## config.mk

```make
export PLATFORM = sky130hd
export DESIGN_NAME = cpu_power_mode_control
export DESIGN_NICKNAME = d
export VERILOG_FILES = /design/src/power_mode_pkg.sv /design/src/cpu_power_mode_control.sv /design/src/wake_pin_filter.sv /design/src/power_mode_register.sv
export SDC_FILE = /design/constraint.sdc
export NUM_CORES = 1
export LEC_CHECK = 0
export BUFFER_PORTS_ARGS = -buffer_cell sky130_fd_sc_hd__buf_4
export CORE_MARGIN = 2
export CORE_UTILIZATION = 49
export DETAILED_ROUTE_END_ITERATION = 10
export HOLD_SLACK_MARGIN = 0.06
export PLACE_DENSITY = 0.88
export SYNTH_ARGS = -nofsm -noshare
export SYNTH_HDL_FRONTEND = slang
export SYNTH_SLANG_ARGS = --single-unit
export TNS_END_PERCENT = 100
```

## constraint.sdc

```tcl
create_clock -name clk -period 1.55 [get_ports clk]
set_clock_uncertainty 0.05 [all_clocks]
set_input_delay 0.155 -clock clk [delete_from_list [all_inputs] [get_ports clk]]
set_output_delay 0.155 -clock clk [all_outputs]
set_load 0.05 [all_outputs]
```

## src/power_mode_pkg.sv

```systemverilog
// Constants shared by the power mode controller and its helper modules.
// Assumes a core-side special-function register port with 8-bit addresses.
package power_mode_pkg;
   // -----------------------------------------------------------------------
   // Register map
   // -----------------------------------------------------------------------
   localparam logic [7:0] POWER_MODE_CONTROL_ADDR = 8'h87;
   localparam logic [7:0] POWER_MODE_CONTROL_RESET = 8'h00;
   localparam int IDLE_SELECT_POS = 0;
   localparam int STOP_SELECT_POS = 1;
   localparam int SCRATCH_LSB = 2;
   localparam int SCRATCH_MSB = 7;
   localparam int SCRATCH_WIDTH = 6;
   localparam logic [5:0] SCRATCH_RESET = 6'h00;

   // -----------------------------------------------------------------------
   // Mode encoding
   // -----------------------------------------------------------------------
   typedef enum logic [1:0]
   {
      MODE_RUN = 2'b00,
      MODE_IDLE_PENDING = 2'b01,
      MODE_IDLE = 2'b10,
      MODE_STOP = 2'b11
   } power_mode_t;

   // Number of samples a GPIO wake input must stay low before it counts.
   localparam int WAKE_FILTER_DEPTH = 2;
endpackage

```

## src/cpu_power_mode_control.sv

```systemverilog
// Power mode controller for the processor core: idle, stop and shutdown wake.
// Assumes the core gives a write strobe, an instruction-done pulse, the OR
// of its enabled pending interrupts, and a synchronous external reset request.
//
// Summary of operation
// - Writing idle-select halts the CPU once the writing instruction finishes.
// - Idle gates only the CPU clock; peripherals and registers stay live.
// - Idle ends on any enabled interrupt or on a reset.
// - Interrupt wake clears idle-select and resumes the CPU to service it.
// - An external reset during idle runs the full reset sequence.
// - Writing stop-select halts the CPU and digital peripherals after the instruction.
// - Stop ends only through external reset, restarting program execution.
// - The system clock keeps running in stop.
// - Idle-select and stop-select always read back as zero.
// - Bits 7 to 2 are plain software flags with no hardware effect.
// - In shutdown a GPIO pulled to ground wakes the device.
`timescale 1ns/100ps
module cpu_power_mode_control
#(
   parameter int WAKE_PINS = 9
)
(
   input wire logic clk,
   input wire logic reset_n,
   input wire logic [7:0] sfr_addr,
   input wire logic sfr_write,
   input wire logic [7:0] sfr_write_data,
   output logic [7:0] sfr_read_data,
   output logic sfr_read_hit,
   input wire logic instruction_done,
   input wire logic enabled_interrupt,
   input wire logic external_reset,
   input wire logic shutdown_active,
   input wire logic [WAKE_PINS-1:0] wake_gpio,
   output logic cpu_clock_enable,
   output logic peripheral_clock_enable,
   output logic system_clock_enable,
   output logic interrupt_wake,
   output logic full_reset_request,
   output logic shutdown_wake,
   output logic [1:0] power_mode
);
   // -----------------------------------------------------------------------
   // Register access
   // -----------------------------------------------------------------------
   wire logic reg_hit;
   wire logic write_hit;
   wire logic [7:0] read_value;
   wire logic idle_request;
   wire logic stop_request;
   wire logic [5:0] scratch_flags;

   // Decode of the single register address.
   assign reg_hit = (sfr_addr == power_mode_pkg::POWER_MODE_CONTROL_ADDR);
   assign write_hit = reg_hit & sfr_write;

   power_mode_register u_register
   (
      .clk(clk),
      .reset_n(reset_n),
      .write_hit(write_hit),
      .write_data(sfr_write_data),
      .read_value(read_value),
      .software_scratch_flags(scratch_flags),
      .idle_request(idle_request),
      .stop_request(stop_request)
   );

   // Read data is registered; the hit flag is a combinational handshake.
   always_ff @(posedge clk or negedge reset_n)
   begin
      if (!reset_n)
         sfr_read_data <= 8'h00;
      else
         sfr_read_data <= reg_hit ? read_value : 8'h00;
   end
   assign sfr_read_hit = reg_hit;

   // -----------------------------------------------------------------------
   // Mode state machine
   // -----------------------------------------------------------------------
   power_mode_pkg::power_mode_t mode;
   power_mode_pkg::power_mode_t next_mode;
   logic stop_armed;
   logic next_stop_armed;

   // The write and the completing instruction may coincide; both are held
   // pending until instruction_done so the CPU never halts mid-instruction.
   always_comb
   begin
      next_mode = mode;
      next_stop_armed = stop_armed;
      case (mode)
         power_mode_pkg::MODE_RUN:
         begin
            if (stop_request)
               next_stop_armed = 1'b1;
            if (stop_request | stop_armed)
            begin
               if (instruction_done)
               begin
                  next_mode = power_mode_pkg::MODE_STOP;
                  next_stop_armed = 1'b0;
               end
            end
            else if (idle_request)
               next_mode = instruction_done ? power_mode_pkg::MODE_IDLE
                                            : power_mode_pkg::MODE_IDLE_PENDING;
         end
         power_mode_pkg::MODE_IDLE_PENDING:
         begin
            if (instruction_done)
               next_mode = power_mode_pkg::MODE_IDLE;
         end
         power_mode_pkg::MODE_IDLE:
         begin
            if (enabled_interrupt)
               next_mode = power_mode_pkg::MODE_RUN;
         end
         power_mode_pkg::MODE_STOP:
         begin
            next_mode = power_mode_pkg::MODE_STOP;
         end
         default:
         begin
            next_mode = power_mode_pkg::MODE_RUN;
            next_stop_armed = 1'b0;
         end
      endcase
      // External reset overrides every mode and restarts the device.
      if (external_reset)
      begin
         next_mode = power_mode_pkg::MODE_RUN;
         next_stop_armed = 1'b0;
      end
   end

   always_ff @(posedge clk or negedge reset_n)
   begin
      if (!reset_n)
      begin
         mode <= power_mode_pkg::MODE_RUN;
         stop_armed <= 1'b0;
      end
      else
      begin
         mode <= next_mode;
         stop_armed <= next_stop_armed;
      end
   end

   // -----------------------------------------------------------------------
   // Clock gating and wake outputs
   // -----------------------------------------------------------------------
   // Idle gates only the CPU; stop also halts digital peripherals. The system
   // clock is never gated here, since stop leaves the oscillator running.
   assign cpu_clock_enable = (mode == power_mode_pkg::MODE_RUN)
                           | (mode == power_mode_pkg::MODE_IDLE_PENDING);
   assign peripheral_clock_enable = (mode != power_mode_pkg::MODE_STOP);
   assign system_clock_enable = 1'b1;
   assign power_mode = mode;

   // Interrupt resume is a one-cycle pulse; full reset request is external_reset delayed one cycle.
   always_ff @(posedge clk or negedge reset_n)
   begin
      if (!reset_n)
      begin
         interrupt_wake <= 1'b0;
         full_reset_request <= 1'b0;
      end
      else
      begin
         interrupt_wake <= (mode == power_mode_pkg::MODE_IDLE) & enabled_interrupt
                         & ~external_reset;
         full_reset_request <= external_reset;
      end
   end

   // -----------------------------------------------------------------------
   // Shutdown wake from grounded GPIO
   // -----------------------------------------------------------------------
   wire logic [WAKE_PINS-1:0] pin_low;

   genvar g;
   generate
      for (g = 0; g < WAKE_PINS; g++)
      begin : gen_wake
         wake_pin_filter u_filter
         (
            .clk(clk),
            .reset_n(reset_n),
            .pin(wake_gpio[g]),
            .pulled_low(pin_low[g])
         );
         // Two history stages, the filter output register and the wake register: four low samples are enough.
         AST_SHUTDOWN_WAKE: assert property (@(posedge clk) disable iff (!reset_n)
            (shutdown_active && !wake_gpio[g]) [*4] |=> shutdown_wake)
            else $error("Grounded GPIO did not wake.");
      end
   endgenerate

   // Wake is a level held while in shutdown and some pin is low.
   always_ff @(posedge clk or negedge reset_n)
   begin
      if (!reset_n)
         shutdown_wake <= 1'b0;
      else
         shutdown_wake <= shutdown_active & (|pin_low);
   end

   // -----------------------------------------------------------------------
   // Checks
   // -----------------------------------------------------------------------
   AST_IDLE_AFTER_DONE: assert property (@(posedge clk) disable iff (!reset_n)
      (mode == power_mode_pkg::MODE_IDLE_PENDING && instruction_done && !external_reset)
      |=> (mode == power_mode_pkg::MODE_IDLE && !cpu_clock_enable))
      else $error("Idle not entered after instruction completed.");

   AST_IDLE_PERIPH_LIVE: assert property (@(posedge clk) disable iff (!reset_n)
      (mode == power_mode_pkg::MODE_IDLE) |-> (peripheral_clock_enable && !cpu_clock_enable))
      else $error("Idle gated the wrong clocks.");

   AST_IDLE_WAKE: assert property (@(posedge clk) disable iff (!reset_n)
      (mode == power_mode_pkg::MODE_IDLE && enabled_interrupt)
      |=> (mode == power_mode_pkg::MODE_RUN && cpu_clock_enable))
      else $error("Idle did not end on interrupt.");

   AST_WAKE_PULSE: assert property (@(posedge clk) disable iff (!reset_n)
      (mode == power_mode_pkg::MODE_IDLE && enabled_interrupt && !external_reset)
      |=> interrupt_wake ##1 !interrupt_wake)
      else $error("Interrupt wake pulse wrong.");

   AST_RESET_SEQUENCE: assert property (@(posedge clk) disable iff (!reset_n)
      external_reset |=> (full_reset_request && mode == power_mode_pkg::MODE_RUN))
      else $error("External reset did not restart.");

   AST_STOP_ENTRY: assert property (@(posedge clk) disable iff (!reset_n)
      (mode == power_mode_pkg::MODE_RUN && (stop_request || stop_armed) && instruction_done
         && !external_reset)
      |=> (mode == power_mode_pkg::MODE_STOP && !peripheral_clock_enable))
      else $error("Stop not entered.");

   AST_STOP_HOLDS: assert property (@(posedge clk) disable iff (!reset_n)
      (mode == power_mode_pkg::MODE_STOP && !external_reset) |=> $stable(mode))
      else $error("Stop left without reset.");

   AST_SYSCLK_RUNS: assert property (@(posedge clk) disable iff (!reset_n)
      (mode == power_mode_pkg::MODE_STOP) |-> system_clock_enable)
      else $error("System clock stopped.");

   AST_MODE_BITS_ZERO: assert property (@(posedge clk) disable iff (!reset_n)
      ##1 sfr_read_data[1:0] == 2'h0)
      else $error("Mode bits read nonzero.");

   AST_SCRATCH_READBACK: assert property (@(posedge clk) disable iff (!reset_n)
      write_hit |=> (scratch_flags == $past(sfr_write_data[7:2])))
      else $error("Scratch flags not stored.");

   AST_READ_PATH: assert property (@(posedge clk) disable iff (!reset_n)
      reg_hit |=> (sfr_read_data[1:0] == 2'h0 && sfr_read_data[7:2] == $past(scratch_flags)))
      else $error("Register read data wrong.");

   AST_SCRATCH_NO_EFFECT: assert property (@(posedge clk) disable iff (!reset_n)
      (mode == power_mode_pkg::MODE_RUN && write_hit && !idle_request && !stop_request
         && !stop_armed && !external_reset)
      |=> (mode == power_mode_pkg::MODE_RUN))
      else $error("Scratch write changed the mode.");

   AST_PENDING_HOLDS: assert property (@(posedge clk) disable iff (!reset_n)
      (mode == power_mode_pkg::MODE_IDLE_PENDING && !instruction_done && !external_reset)
      |=> (mode == power_mode_pkg::MODE_IDLE_PENDING))
      else $error("Idle entered before the instruction completed.");

   AST_IDLE_HOLDS: assert property (@(posedge clk) disable iff (!reset_n)
      (mode == power_mode_pkg::MODE_IDLE && !enabled_interrupt && !external_reset)
      |=> (mode == power_mode_pkg::MODE_IDLE))
      else $error("Idle left without an interrupt or reset.");

   AST_WAKE_FROM_IDLE: assert property (@(posedge clk) disable iff (!reset_n)
      interrupt_wake |-> ($past(mode) == power_mode_pkg::MODE_IDLE))
      else $error("Interrupt wake outside idle.");

   AST_RESET_QUIET: assert property (@(posedge clk) disable iff (!reset_n)
      !external_reset |=> !full_reset_request)
      else $error("Full reset requested without external reset.");

   AST_STOP_CPU_HALTED: assert property (@(posedge clk) disable iff (!reset_n)
      (mode == power_mode_pkg::MODE_STOP) |-> (!cpu_clock_enable && !peripheral_clock_enable))
      else $error("Stop left a clock running.");

   AST_STOP_NO_IRQ: assert property (@(posedge clk) disable iff (!reset_n)
      (mode == power_mode_pkg::MODE_STOP) |=> !interrupt_wake)
      else $error("Interrupt acted in stop.");

   AST_PERIPH_OUTSIDE_STOP: assert property (@(posedge clk) disable iff (!reset_n)
      (mode != power_mode_pkg::MODE_STOP) |-> peripheral_clock_enable)
      else $error("Peripheral clock gated outside stop.");

   AST_WAKE_NEEDS_SHUTDOWN: assert property (@(posedge clk) disable iff (!reset_n)
      !shutdown_active |=> !shutdown_wake)
      else $error("Shutdown wake outside shutdown.");

   AST_RESET_CLEARS: assert property (@(posedge clk)
      !reset_n |=> (mode == power_mode_pkg::MODE_RUN
         && scratch_flags == power_mode_pkg::SCRATCH_RESET && !interrupt_wake))
      else $error("Reset left state behind.");
endmodule

```

## src/wake_pin_filter.sv

```systemverilog
// Low-level filter for one GPIO wake input.
// Assumes the pin is synchronous to clk, as the core samples its ports.
`timescale 1ns/100ps
module wake_pin_filter
#(
   parameter int DEPTH = power_mode_pkg::WAKE_FILTER_DEPTH
)
(
   input wire logic clk,
   input wire logic reset_n,
   input wire logic pin,
   output logic pulled_low
);
   logic [DEPTH-1:0] history;

   // -----------------------------------------------------------------------
   // Shift in the inverted pin level.
   // -----------------------------------------------------------------------
   // A few samples suppress a single-cycle glitch on a long board trace.
   always_ff @(posedge clk or negedge reset_n)
   begin
      if (!reset_n)
         history <= '0;
      else
         history <= {history[DEPTH-2:0], ~pin};
   end

   // Registered so the output is a clean level.
   always_ff @(posedge clk or negedge reset_n)
   begin
      if (!reset_n)
         pulled_low <= 1'b0;
      else
         pulled_low <= &history;
   end
endmodule

```

## src/power_mode_register.sv

```systemverilog
// Power mode control register with its write-to-trigger mode bits.
// Assumes one write strobe from the core per completed register write.
`timescale 1ns/100ps
module power_mode_register
(
   input wire logic clk,
   input wire logic reset_n,
   input wire logic write_hit,
   input wire logic [7:0] write_data,
   output logic [7:0] read_value,
   output logic [5:0] software_scratch_flags,
   output logic idle_request,
   output logic stop_request
);
   // -----------------------------------------------------------------------
   // Scratch flag storage.
   // -----------------------------------------------------------------------
   always_ff @(posedge clk or negedge reset_n)
   begin
      if (!reset_n)
         software_scratch_flags <= power_mode_pkg::SCRATCH_RESET;
      else if (write_hit)
         software_scratch_flags <=
            write_data[power_mode_pkg::SCRATCH_MSB:power_mode_pkg::SCRATCH_LSB];
   end

   // Mode bits are not stored; they only pulse a request on the write.
   assign idle_request = write_hit & write_data[power_mode_pkg::IDLE_SELECT_POS];
   assign stop_request = write_hit & write_data[power_mode_pkg::STOP_SELECT_POS];

   // Mode bits always read as zero.
   assign read_value = {software_scratch_flags, 2'h0};
endmodule

```

### Word-level counts from Yosys, hierarchy flattened

Index checks and enable logic that the tools add are counted.

* flip-flop bits (word level): 47
* output and inout bits: 17
* logic and storage cells: 79

* equal/unequal tests: 9
* multiplexer cells: 14
* bitwise operators: 18
* reduce and logical (&&, ||, !) cells: 13

Operators by type and width (count)
* 2-bit AND reduction: 9
* 2-bit 2-to-1 mux: 7
* 1-bit NOT: 10
* 9-bit OR reduction: 1
* 8-bit equality test, second input constant: 1
* 8-bit 2-to-1 mux: 1
* 4-bit inequality test, second input constant: 2
* 2-bit one-hot mux with 4 select lines: 1
* 1-bit AND: 6
* 3-bit inequality test, second input constant: 2
* 1-bit 2-to-1 mux: 5
* 2-bit equality test, second input constant: 2
* 4-bit AND reduction: 1
* 2-bit by 1-bit equality test with 1-bit output, second input constant: 1
* 2-bit logical NOT: 1
* 2-bit inequality test, second input constant: 1
* 1-bit bitwise OR: 2
* 2-bit nonzero test: 1

### Logic depth before layout (Yosys ltp)

* depth in word-level cells: 8
* depth in mapped cells: 5
* gate-level depth less buffers: 4

### Modules after synthesis

Synthesis repeated with hierarchy kept, for this count alone.

* cells, all modules: 118
* area total of the unflattened synthesis: 1690.4 um2

By module, submodules not included
* wake_pin_filter: times used 9, cells each 5, area an instance 85.1 um2, seq. area each 75.1 um2
* cpu_power_mode_control: times used 1, cells each 49, area an instance 594.3 um2, seq. area each 350.3 um2
* power_mode_register: times used 1, cells each 24, area an instance 330.3 um2, seq. area each 150.1 um2

### Least setup slack after synthesis

OpenSTA, ideal clock, no wires.

* kind: flip-flop to flip-flop
* start: register mode[0], in the netlist power_mode[0]
* end: register mode[1], in the netlist power_mode[1]
* setup time: 110 ps
* arrival: 1537 ps
* data required time: 1390 ps
* setup slack: -147 ps
* cell stages (with the launch flop): 6
* clock period less this slack: 1697 ps
* path through: dfrtp_1 -> clkbuf_2 -> or2_1 -> a41oi_2 -> o2bb2ai_1 -> o41ai_1

* cells in the longest elaborated chain, start to end: 3

Ends and longest elaborated chain
* start, declared: RTL line cpu_power_mode_control.sv:82 `power_mode_pkg::power_mode_t mode;`
* start signal, assigned: RTL line cpu_power_mode_control.sv:142 `mode <= power_mode_pkg::MODE_RUN;`
* start signal, assigned: RTL line cpu_power_mode_control.sv:147 `mode <= next_mode;`
* 2-bit equality test (tied with other cells): RTL line cpu_power_mode_control.sv:93 `case (mode)`
* 3-bit inequality test (no source line) (tied with other cells)
* 4-bit AND reduction (no source line) or 2-bit 2-to-1 mux (tied branches)

Parallel ways exist; a longest one is shown, timed or not.
A chain may end at the register's enable or synchronous reset.

### Worst setup path after layout

Same ends and word-level chain as after synthesis.

==> impl_metrics.env <==
export IMPL_slew_headroom_pct=64.8
export IMPL_drt_iter0_drc=59
export IMPL_final_util_pct=72.3
export IMPL_timing_critical_path_fanout_max=2
export IMPL_grt_pass1_wl_mm=4.70
export IMPL_hold_viol_final=0
export IMPL_yosysSeqAreaShare_pct=71.9
export IMPL_critical_path_cell_chain="or2_1 > a41oi_2 > o2bb2ai_1 > o41ai_2"
export IMPL_crit_type="flop to flop"
export IMPL_use_met2_pct=29.3
export IMPL_synth_cell_types=29
export IMPL_hp_class="input port to flop"
export IMPL_power_density_nw_per_um2=991
export IMPL_worstReg2RegStart="power_mode[0]"
export IMPL_finalPower_mw=2.19
export IMPL_die_area_um2=3670
export IMPL_max_stage_delay_ns=0.42
export IMPL_grt_max_degree=46
export IMPL_grt_overflow=0
export IMPL_fp_row_count=20
export IMPL_drive_gt1_share_pct=36.8
export IMPL_io_pins=49
export IMPL_grt_use_met3_pct=4.48
export IMPL_cts_tree="done"
export IMPL_avgViaCountPerCell=4.88
export IMPL_nFillCells=215
export IMPL_yosys_warnings=0
export IMPL_cpMaxStageDelayCell="dfrtp_2"
export IMPL_antenna_found_initial=0
export IMPL_clk_path_buf_depth=2
export IMPL_clk_latency_ns=0.34
export IMPL_timing_rr_end="power_mode[1]"
export IMPL_peakVddDrop_uv=695
export IMPL_dp_hpwl_mm=2.02
export IMPL_place_inst=198
export IMPL_endpoint_kind="flop"
export IMPL_cap_violations=0
export IMPL_synth_edf_count=0
export IMPL_syn_to_final_growth_pct=40.8
export IMPL_syn_inst=111
export IMPL_use_met1_pct=22.4
export IMPL_fin_crit_sh_pct=92.9
export IMPL_initial_core_util_pct=51.3
export IMPL_syn_area_per_cell_um2=14.1
export IMPL_clkSinkCount=45
export IMPL_instances_no_fill=226
export IMPL_setup_tns_ns=0
export IMPL_vias=1103
export IMPL_arrival_ns=1.63
export IMPL_min_to="stop_armed"
export IMPL_die_h_um=60.5
export IMPL_htreeDepth=2
export IMPL_remaining_drc_errors=0
export IMPL_setup_viol=0
export IMPL_syn_area_um2=1570
export IMPL_ys_ff_latch=45
export IMPL_critical_path_required_ns=1.74
export IMPL_power_leakage_nw=1.12
export IMPL_cts_inserted_buffers=5
export IMPL_port_buffers=45
export IMPL_synth_largest_area_cell="dfrtp_1"
export IMPL_cts_root_buf="clkbuf_4"
export IMPL_min_path_cells=3
export IMPL_r2r_slack_ns=0.11
export IMPL_startpoint="power_mode[0]"
export IMPL_synthTopCellsByArea="dfrtp_1 72%, mux2_2 4.3%, and2_1 3.6%"
export IMPL_synth_top_area_share_pct=71.9
export IMPL_ff2ff_path_depth=4
export IMPL_placed_area_um2=1950
export IMPL_clkTransAtPathRegs_ns=0.12
export IMPL_coreArea_um2=3050
export IMPL_grt_pass1_vias=1119
export IMPL_fin_area_um2=2210
export IMPL_clock_fmax_mhz=694
export IMPL_layout_nets=213
export IMPL_tightest_slew_ns=0.527
export IMPL_first_pass_iters=4
export IMPL_post_drt_wl_per_cell_um=13.4
export IMPL_status="finished clean"
export IMPL_slew_violations=0
export IMPL_wl_mm=3.03
export IMPL_antenna_left=0
export IMPL_period_needed_ns=1.44
export IMPL_grt_usage_pct=18.1
export IMPL_start_kind="flop"
export IMPL_post_cts_buffers=0
export IMPL_antennaDiodeCount=0
export IMPL_ys_flop_type="dfrtp_1"
export IMPL_die_w_um=60.5
export IMPL_synthArstFlopShare_pct=100
export IMPL_gp_congestion=0.836
export IMPL_rsz0062_at_grt="no"
export IMPL_grt_busiest_layer="met2"
export IMPL_hp_start="sfr_write"
-- worst max-delay path, delay by kind of cell, from the launching register on --
family           cells  cell delay (ns)
flip-flops           1             0.42
AO/OA/AOI/OAI        3             0.60
AND/OR/NAND/NOR      1             0.26
-- timing repair --
item | in CTS | in global routing
hold buffers | 20 | 0
setup endpoints to repair | 0 | 1
endpoints found under the hold margin | 65 | 0
gates resized for setup | 0 | 1
-- kinds of logic after synthesis --
group	count (synthesis)	synth area share, %
flip-flops	45	71.9
AND/OR/NAND/NOR	31	12.4
buffers and inverters	16	4.63
AO/OA/AOI/OAI	11	6.31
multiplexers	6	4.31
other	2	0.479
-- report_power, final --
| group | leakage, nW | internal (mW) | switching [mW] |
|---|---|---|---|
| logic | 0.525 | 0.177 | 0.234 |
| registers | 0.567 | 1.23 | 0.0340 |
| clock network | 0.0265 | 0.181 | 0.325 |
| total | 1.12 | 1.59 | 0.593 |
-- how the worst max path moves through the flow --
| stage | end | slack, ns | cells past startpoint |
|---|---|---|---|
| 6_report | power_mode[1] | 0.11 | 4 |
| 3_3_place_gp | u_register.software_scratch_flags[0] | 0.12 | 5 |
| 5_1_grt | power_mode[1] | 0.06 | 4 |
| 3_5_place_dp | power_mode[1] | 0.01 | 5 |
| 2_1_floorplan | power_mode[1] | -0.07 | 5 |
| 4_1_cts | power_mode[1] | 0.06 | 4 |
-- cells in the mapped netlist, types with 2 or more instances --
library cell and n:
inv_1 12, and2_1 9, buf_4 3, and4bb_2 2, nor4_1 2, mux2_2 6
conb_1 2, dfrtp_1 45, and3_1 6, nor2_1 4, nand2_1 2
-- state kept, by name, summed over array words and instances (netlist names) --
register	count
gen_wake.u_filter.pulled_low	9
u_register.software_scratch_flags	6
shutdown_wake	1
sfr_read_data	6
full_reset_request	1
power_mode	2
stop_armed	1
interrupt_wake	1
gen_wake.u_filter.history	18
-- routing by layer --
layer	wire (µm)	share of wire [%]	vias up
met3	182	6.0	10
met4	80	2.6	0
met2	1520	50	48
met1	1250	41	534
li1	-	-	511
met5	0	0	-
-- placed cells by master (no fill, tap or decap), drive strengths merged, types with 3 or more instances in the layout --
| master | Yosys | routed |
|---|---|---|
| buf | 3 | 46 |
| dfrtp | 45 | 45 |
| dlygate4sd3 | 0 | 20 |
| inv | 12 | 11 |
| and2 | 10 | 10 |
| clkbuf | 1 | 8 |
| and3 | 6 | 6 |
| mux2 | 6 | 6 |
| nor2 | 4 | 4 |
| conb | 2 | 3 |
| nand2 | 3 | 3 |
-- metrics by stage --
stage / worst slack, ns / hold slack, ns
after floorplan: -0.0654 / -0.191
after global placement: 0.120 / 0.110
after detailed placement: 0.00994 / 0.122
after CTS: 0.0599 / 0.145
after global routing: 0.0608 / 0.159
final: 0.110 / 0.151
-- layout make-up --
type	instances	area [µm²]	share of cell area, %
Sequential cell	45	1130	51.2
Timing Repair Buffer	66	546	24.7
Multi-Input combinational cell	51	379	17.2
Tap cell	44	55.1	2.50
Clock buffer	8	48.8	2.21
Inverter	12	48.8	2.21
Note: power is estimated with default switching activity, not from simulation.
